### config.mk
export PLATFORM = sky130hd
export DESIGN_NAME = aodr_core
export DESIGN_NICKNAME = d
export VERILOG_FILES = /design/src/core/aodr_pkg.sv /design/src/core/aodr_core.sv /design/src/core/aodr_ticker.sv
export VERILOG_INCLUDE_DIRS = /design/src /design/src/core
export SDC_FILE = /design/constraint.sdc
export NUM_CORES = 1
export LEC_CHECK = 0
export BUFFER_PORTS_ARGS = -buffer_cell sky130_fd_sc_hd__buf_2
export CAP_MARGIN = 10
export CORE_UTILIZATION = 60
export DETAILED_ROUTE_END_ITERATION = 8
export PLACE_DENSITY = 0.79
export SETUP_SLACK_MARGIN = 0.3
export SYNTH_ARGS = -nofsm -noshare
export SYNTH_HDL_FRONTEND = slang
export SYNTH_SLANG_ARGS = --single-unit
### constraint.sdc
create_clock -name clk_sys_in -period 2.6 [get_ports clk_sys_in]
set_clock_uncertainty 0.05 [all_clocks]
set_input_delay 0.52 -clock clk_sys_in [delete_from_list [all_inputs] [get_ports clk_sys_in]]
set_output_delay 0.52 -clock clk_sys_in [all_outputs]
set_load 0.02 [all_outputs]
### src/core/aodr_params.svh
// offsets, field positions, codes and constants of the diagnostic record
`ifndef AODR_PARAMS_SVH
`define AODR_PARAMS_SVH
// byte offsets within the diagnostic record
`define AODR_OFS_GENERAL      5'h00
`define AODR_OFS_MODINFO      5'h01
`define AODR_OFS_RES_C        5'h02
`define AODR_OFS_DIAG_D       5'h03
`define AODR_OFS_CHTYPE       5'h04
`define AODR_OFS_NBITS        5'h05
`define AODR_OFS_NCH          5'h06
`define AODR_OFS_GRPERR       5'h07
`define AODR_OFS_FIRST_ERR    5'h08
`define AODR_OFS_SECOND_ERR   5'h09
`define AODR_OFS_SPARE_LO     5'h0A
`define AODR_OFS_SPARE_HI     5'h0F
`define AODR_OFS_TS0          5'h10
`define AODR_OFS_TS3          5'h13
`define AODR_REC_LEN          5'h14
`define AODR_SHORT_LEN        5'h04
// record numbers
`define AODR_REC_SHORT        8'h00
`define AODR_REC_FULL         8'h01
// constant contents
`define AODR_CHTYPE_AOUT      7'h73
`define AODR_NBITS_VAL        8'h08
`define AODR_NCH_VAL          8'h02
`define AODR_MODINFO_VAL      8'h15
// field positions
`define AODR_BIT_PARAM        0
`define AODR_BIT_SHORT        3
`define AODR_BIT_GEN_ANYERR   3
`define AODR_BIT_GEN_PARAM    7
`define AODR_ERR_MASK         8'h09
`endif

### src/core/aodr_pkg.sv
// types of the diagnostic record block
`default_nettype none
package aodr_pkg;
  typedef enum logic [1:0] {
    AODR_IDLE = 2'b01,
    AODR_READ = 2'b10
  } aodr_state_e;
  typedef logic [4:0] aodr_idx_t;
endpackage
`default_nettype wire

### src/core/aodr_core.sv
// diagnostic record of a two-channel analog output module
// How it works
// - type byte low seven bits read 73h, analog output; bit 7 zero.
// - diagnostic bits per channel byte reads constant 08h.
// - channel count byte reads constant 02h.
// - group error bit 0 set while channel group 0 has an error.
// - group error bit 1 set for group 1; bits 7..2 read zero.
// - channel error bit 0 set on a parameter assignment error.
// - channel error bit 3 set on short to ground; others zero.
// - ticker value captured into timestamp when a diagnostic event occurs.
// - microsecond ticker starts from zero at power up.
// - ticker wraps to zero after its 32-bit maximum.
// - no interrupt; error lights channel indicator and is recorded.
// - record 01h serves whole record, record 00h first four bytes.
// - general diagnostic byte bit 3 set while any channel error exists.
`default_nettype none
`include "aodr_params.svh"
module aodr_core (
  input  wire logic        clk_sys_in,
  input  wire logic        rst_n_in,
  input  wire logic [1:0]  param_err_in,
  input  wire logic [1:0]  short_gnd_in,
  input  wire logic        rd_start_in,
  input  wire logic [7:0]  data_record_number_in,
  input  wire logic        rd_next_in,
  output logic [7:0]       rd_data_out,
  output logic             rd_valid_out,
  output logic             rd_last_out,
  output logic             rd_bad_out,
  output logic [1:0]       channel_led_out,
  output logic             group_led_out
);
  logic [1:0]  perr_s1, perr_s2, short_s1, short_s2;
  logic [7:0]  first_channel_errors, second_channel_errors;
  logic [31:0] event_timestamp;
  logic [31:0] us_now;
  logic [7:0]  prev_flags;
  aodr_pkg::aodr_state_e state, next_state;
  aodr_pkg::aodr_idx_t   idx;
  aodr_pkg::aodr_idx_t   last_idx;

  aodr_ticker u_ticker (
    .clk_sys_in   (clk_sys_in),
    .rst_n_in     (rst_n_in),
    .us_count_out (us_now)
  );

  // two-stage synchronisers for the error sense inputs
  always_ff @(posedge clk_sys_in) begin
    if (!rst_n_in) begin
      perr_s1  <= 2'h0;
      perr_s2  <= 2'h0;
      short_s1 <= 2'h0;
      short_s2 <= 2'h0;
    end else begin
      perr_s1  <= param_err_in;
      perr_s2  <= perr_s1;
      short_s1 <= short_gnd_in;
      short_s2 <= short_s1;
    end
  end

  wire [7:0] ch0_next = {4'h0, short_s2[0], 2'h0, perr_s2[0]};
  wire [7:0] ch1_next = {4'h0, short_s2[1], 2'h0, perr_s2[1]};
  wire grp0 = |(first_channel_errors & `AODR_ERR_MASK);
  wire grp1 = |(second_channel_errors & `AODR_ERR_MASK);
  wire [7:0] channel_group_errors = {6'h00, grp1, grp0};
  wire any_err = grp0 | grp1;
  wire any_param = first_channel_errors[`AODR_BIT_PARAM]
                 | second_channel_errors[`AODR_BIT_PARAM];
  wire [7:0] general_byte = {any_param, 3'h0, any_err, 3'h0};
  wire [7:0] flags = {ch1_next[3:0], ch0_next[3:0]};
  wire       diag_event = (flags != prev_flags) && (flags != 8'h00);

  always_ff @(posedge clk_sys_in) begin
    if (!rst_n_in) begin
      first_channel_errors  <= 8'h00;
      second_channel_errors <= 8'h00;
      prev_flags            <= 8'h00;
      event_timestamp       <= 32'h0000_0000;
    end else begin
      first_channel_errors  <= ch0_next;
      second_channel_errors <= ch1_next;
      prev_flags            <= flags;
      if (diag_event) begin
        event_timestamp <= us_now;
      end
    end
  end

  // indicators driven in place of an interrupt
  assign channel_led_out = {grp1, grp0};
  assign group_led_out   = any_err;

  // record read sequencer
  wire rec_ok = (data_record_number_in == `AODR_REC_FULL)
             || (data_record_number_in == `AODR_REC_SHORT);
  wire [4:0] start_last = (data_record_number_in == `AODR_REC_FULL)
                        ? `AODR_REC_LEN - 5'h01
                        : `AODR_SHORT_LEN - 5'h01;
  wire at_last = (idx == last_idx);

  always_comb begin
    next_state = state;
    case (state)
      aodr_pkg::AODR_IDLE: begin
        if (rd_start_in && rec_ok) begin
          next_state = aodr_pkg::AODR_READ;
        end
      end
      aodr_pkg::AODR_READ: begin
        if (rd_next_in && at_last) begin
          next_state = aodr_pkg::AODR_IDLE;
        end
      end
      default: next_state = aodr_pkg::AODR_IDLE;
    endcase
  end

  always_ff @(posedge clk_sys_in) begin
    if (!rst_n_in) begin
      state      <= aodr_pkg::AODR_IDLE;
      idx        <= 5'h00;
      last_idx   <= 5'h00;
      rd_bad_out <= 1'b0;
    end else begin
      state      <= next_state;
      rd_bad_out <= (state == aodr_pkg::AODR_IDLE) && rd_start_in && !rec_ok;
      if (state == aodr_pkg::AODR_IDLE && rd_start_in && rec_ok) begin
        idx      <= 5'h00;
        last_idx <= start_last;
      end else if (state == aodr_pkg::AODR_READ && rd_next_in) begin
        idx <= idx + 5'h01;
      end
    end
  end

  // byte mux of the record
  logic [7:0] rec_byte;
  always_comb begin
    case (idx)
      `AODR_OFS_GENERAL: rec_byte = general_byte;
      `AODR_OFS_MODINFO: rec_byte = `AODR_MODINFO_VAL;
      `AODR_OFS_CHTYPE:  rec_byte = {1'b0, `AODR_CHTYPE_AOUT};
      `AODR_OFS_NBITS:   rec_byte = `AODR_NBITS_VAL;
      `AODR_OFS_NCH:     rec_byte = `AODR_NCH_VAL;
      `AODR_OFS_GRPERR:  rec_byte = channel_group_errors;
      `AODR_OFS_FIRST_ERR:  rec_byte = first_channel_errors;
      `AODR_OFS_SECOND_ERR: rec_byte = second_channel_errors;
      5'h10:             rec_byte = event_timestamp[7:0];
      5'h11:             rec_byte = event_timestamp[15:8];
      5'h12:             rec_byte = event_timestamp[23:16];
      5'h13:             rec_byte = event_timestamp[31:24];
      default:           rec_byte = 8'h00;
    endcase
  end

  always_ff @(posedge clk_sys_in) begin
    if (!rst_n_in) begin
      rd_data_out <= 8'h00;
    end else begin
      rd_data_out <= rec_byte;
    end
  end

  // valid only while the data register holds the byte at the index:
  // low in the cycle after a start or a consume moves the index
  logic rd_valid_q;
  always_ff @(posedge clk_sys_in) begin
    if (!rst_n_in) begin
      rd_valid_q <= 1'b0;
      rd_last_out <= 1'b0;
    end else begin
      rd_valid_q  <= (state == aodr_pkg::AODR_READ) && !rd_next_in;
      rd_last_out <= 1'b0;
      if (state == aodr_pkg::AODR_READ && !rd_next_in) begin
        rd_last_out <= at_last;
      end
    end
  end
  assign rd_valid_out = rd_valid_q && (state == aodr_pkg::AODR_READ);
endmodule
`default_nettype wire

### src/core/aodr_ticker.sv
// free-running 32-bit microsecond ticker
`default_nettype none
`include "aodr_params.svh"
module aodr_ticker #(
  parameter int TICK_NS = 1000,
  parameter int CLK_NS  = 5
) (
  input  wire logic        clk_sys_in,
  input  wire logic        rst_n_in,
  output logic [31:0]      us_count_out
);
  localparam int DIV = TICK_NS / CLK_NS;
  logic [15:0] presc;
  wire         tick = (presc == 16'(DIV - 1));

  always_ff @(posedge clk_sys_in) begin
    if (!rst_n_in) begin
      presc        <= 16'h0000;
      us_count_out <= 32'h0000_0000;
    end else begin
      presc <= tick ? 16'h0000 : presc + 16'h0001;
      if (tick) begin
        us_count_out <= us_count_out + 32'h0000_0001;
      end
    end
  end
endmodule
`default_nettype wire

==> flow_metrics.tcl <==
set metrics [dict create \
    cp.required_ns 2.85 \
    grt_pass1_vias 3695 \
    num_vias 4165 \
    synth_common_cells "112 x dfxtp_1, 64 x nor2_1, 39 x mux2i_1" \
    synth_top_cell_by_area "dfxtp_1" \
    path_clk_slew_ns 0.10 \
    cts_made_buffers 9 \
    crit_start "u_ticker.us_count_out[0]" \
    cts_hold_buf 0 \
    maxClockFrequency_mhz 460 \
    synth-edff-count 0 \
    rsz0062_at_grt "false" \
    hp-class "input pin to register" \
    initialDrtViolationCount 292 \
    synthTopCellsByArea "dfxtp_1 45%, mux2i_1 7.8%, nor2_1 4.8%" \
    die_area_um2 8750 \
    syn_inst 566 \
    cts-root-buf "clkbuf_8" \
    wire_per_inst_um 15.5 \
    setup_viol 0 \
    clk_latency_ns 0.37 \
    gr-total-overflow 0 \
    die_width_um 93.5 \
    postRouteAntennaNets 0 \
    drt_wl_total_um 10700 \
    grt_util_all_layers 0.254 \
    fp.coreArea_um2 8180 \
    seq_area_frac_synth 0.446 \
    drc 0 \
    synth.distinct_cells 48 \
    fin_setup_tns_ns 0 \
    max_slew.worst_pin.slew_ns 0.572 \
    hold_viol 0 \
    yosysTopAreaCellShare 0.446 \
    critPathArrivalTime_ns 2.42 \
    layout_min_cycle_time_ns 2.18 \
    synth_seq_cells 112 \
    place_inst 667 \
    power_leakage_nw 1.89 \
    place.port_buffers 29 \
    drv_slew 0 \
    async_reset_ff_frac 0 \
    synth_fp_nets 588 \
    synth.most_common_cell "dfxtp_1" \
    gp_congestion 0.892 \
    status "finished, final reports clean" \
    ir_drop_uv 328 \
    h-tree-depth 3 \
    dp_hpwl_um 7300 \
    antenna_found_initial 0 \
    synth_warnings 0 \
    p_per_area_nw_per_um2 545 \
    syn_area_um2 5030 \
    tritoncts "built" \
    hp-start "short_gnd_in[1]" \
    synthFlopType "dfxtp_1" \
    reg2reg_from "u_ticker.us_count_out[0]" \
    grt_first_pass_wirelength_um 17500 \
    finalCritPeriodShare 0.837 \
    viasPerCell 6.08 \
    start_util 0.615 \
    cts.sinks 112 \
    dpl-instance-area_um2 5210 \
    clock_path_buffers 2 \
    syn_to_final_growth_pct 8.46 \
    max-slew-margin-rel 0.618 \
    row_count 33 \
    pin_count 30 \
    cp-start-kind "register" \
    stdcell_count 685 \
    layout.nets 597 \
    n_antenna_cell 0 \
    maxCapViolCount 0 \
    worstSetupPathType "register to register" \
    dieHeight_um 93.5 \
    grt_max_degree 59 \
    cp-end-kind "register" \
    path_max_fanout 10 \
    avgSynthCellArea_um2 8.88 \
    stdcell_area_um2 5450 \
    drive_gt1_frac 0.110 \
    firstDrtPassIters 4 \
]
==> registers in the layout, summed over array words and instances (netlist names), 2 cells and up <==
signal	cells
second_channel_errors	2
last_idx	2
perr_s1	2
event_timestamp	32
perr_s2	2
state	2
u_ticker.presc	16
short_s2	2
idx	5
rd_data_out	8
u_ticker.us_count_out	32
short_s1	2
==> power by group <==
part,leakage (nW),switching (W),internal [W]
Combinational,0.875,0.0000862,0.0000610
Sequential,0.905,0.00000933,0.00173
Clock,0.109,0.000577,0.000511
Total,1.89,0.000672,0.00230
==> cell type report <==
cell class,count,area (um2)
inverters,16,60.1
clock buffers,12,155
repair buffers,35,203
fillers,679,2720
well taps,105,131
multi-input cells,401,2600
clock inverters,4,58.8
flip-flops and latches,112,2240
==> metrics by stage <==
stage	power, W	hold WS (ns)	utilization	setup WS (ns)
finish	0.00297	0.301	0.667	0.424
global route	0.00307	0.285	0.667	0.310
CTS	0.00299	0.289	0.664	0.308
detailed placement	0.00193	0.374	0.638	0.185
global placement	0.00192	0.364	0.638	0.270
floorplan	0.00188	0.362	-	0.530
==> final timing paths <==
| path | cells after the start | to | slack [ns] |
|---|---|---|---|
| worst max-delay path | 5 | u_ticker.us_count_out[14] | 0.42 |
| worst min-delay path | 2 | short_s1[1] | 0.30 |
| worst max register to register | 5 | u_ticker.us_count_out[14] | 0.42 |
| worst min register to register | 1 | short_s2[0] | 0.40 |
==> cells in the final DEF, fill, tap and decap left out, drive strengths merged, types with 14 or more instances in the layout <==
master / instances
a21oi: 32
or4: 25
and2: 16
mux2i: 39
o21ai: 16
nand3: 17
inv: 18
nand2: 32
nor2: 64
nand4: 14
o31ai: 19
xnor2: 18
dfxtp: 112
buf: 35
==> worst max-delay path: stages (launching register included) <==
cell,delay [ns]
dfxtp_1,0.43
ha_2,0.25
nand4_4,0.18
or4_2,0.71
or3_1,0.35
a21oi_1,0.14
==> cells by family after synthesis <==
| family | after synthesis | synth area share |
|---|---|---|
| simple gates | 233 | 0.251 |
| compound gates | 100 | 0.128 |
| buf+inv | 54 | 0.0438 |
| xor+xnor | 22 | 0.0383 |
| mux | 39 | 0.0776 |
| fa+ha+maj | 6 | 0.0149 |
| flops | 112 | 0.446 |
==> layer usage <==
metal	vias up	part of all wire	GRT usage
met2	112	0.48	0.425
met1	1969	0.45	0.318
met3	20	0.046	0.0528
li1	2064	-	-
met5	-	0	0
met4	0	0.025	0.105
==> what timing repair did <==
item / in CTS / in global routing
cloned: 0 / 1
pin swaps: 0 / 1
gates resized for setup: 1 / 2
endpoints found under the setup margin: 6 / 12
buffers inserted: 0 / 1
(Power assumes the default switching activity.)
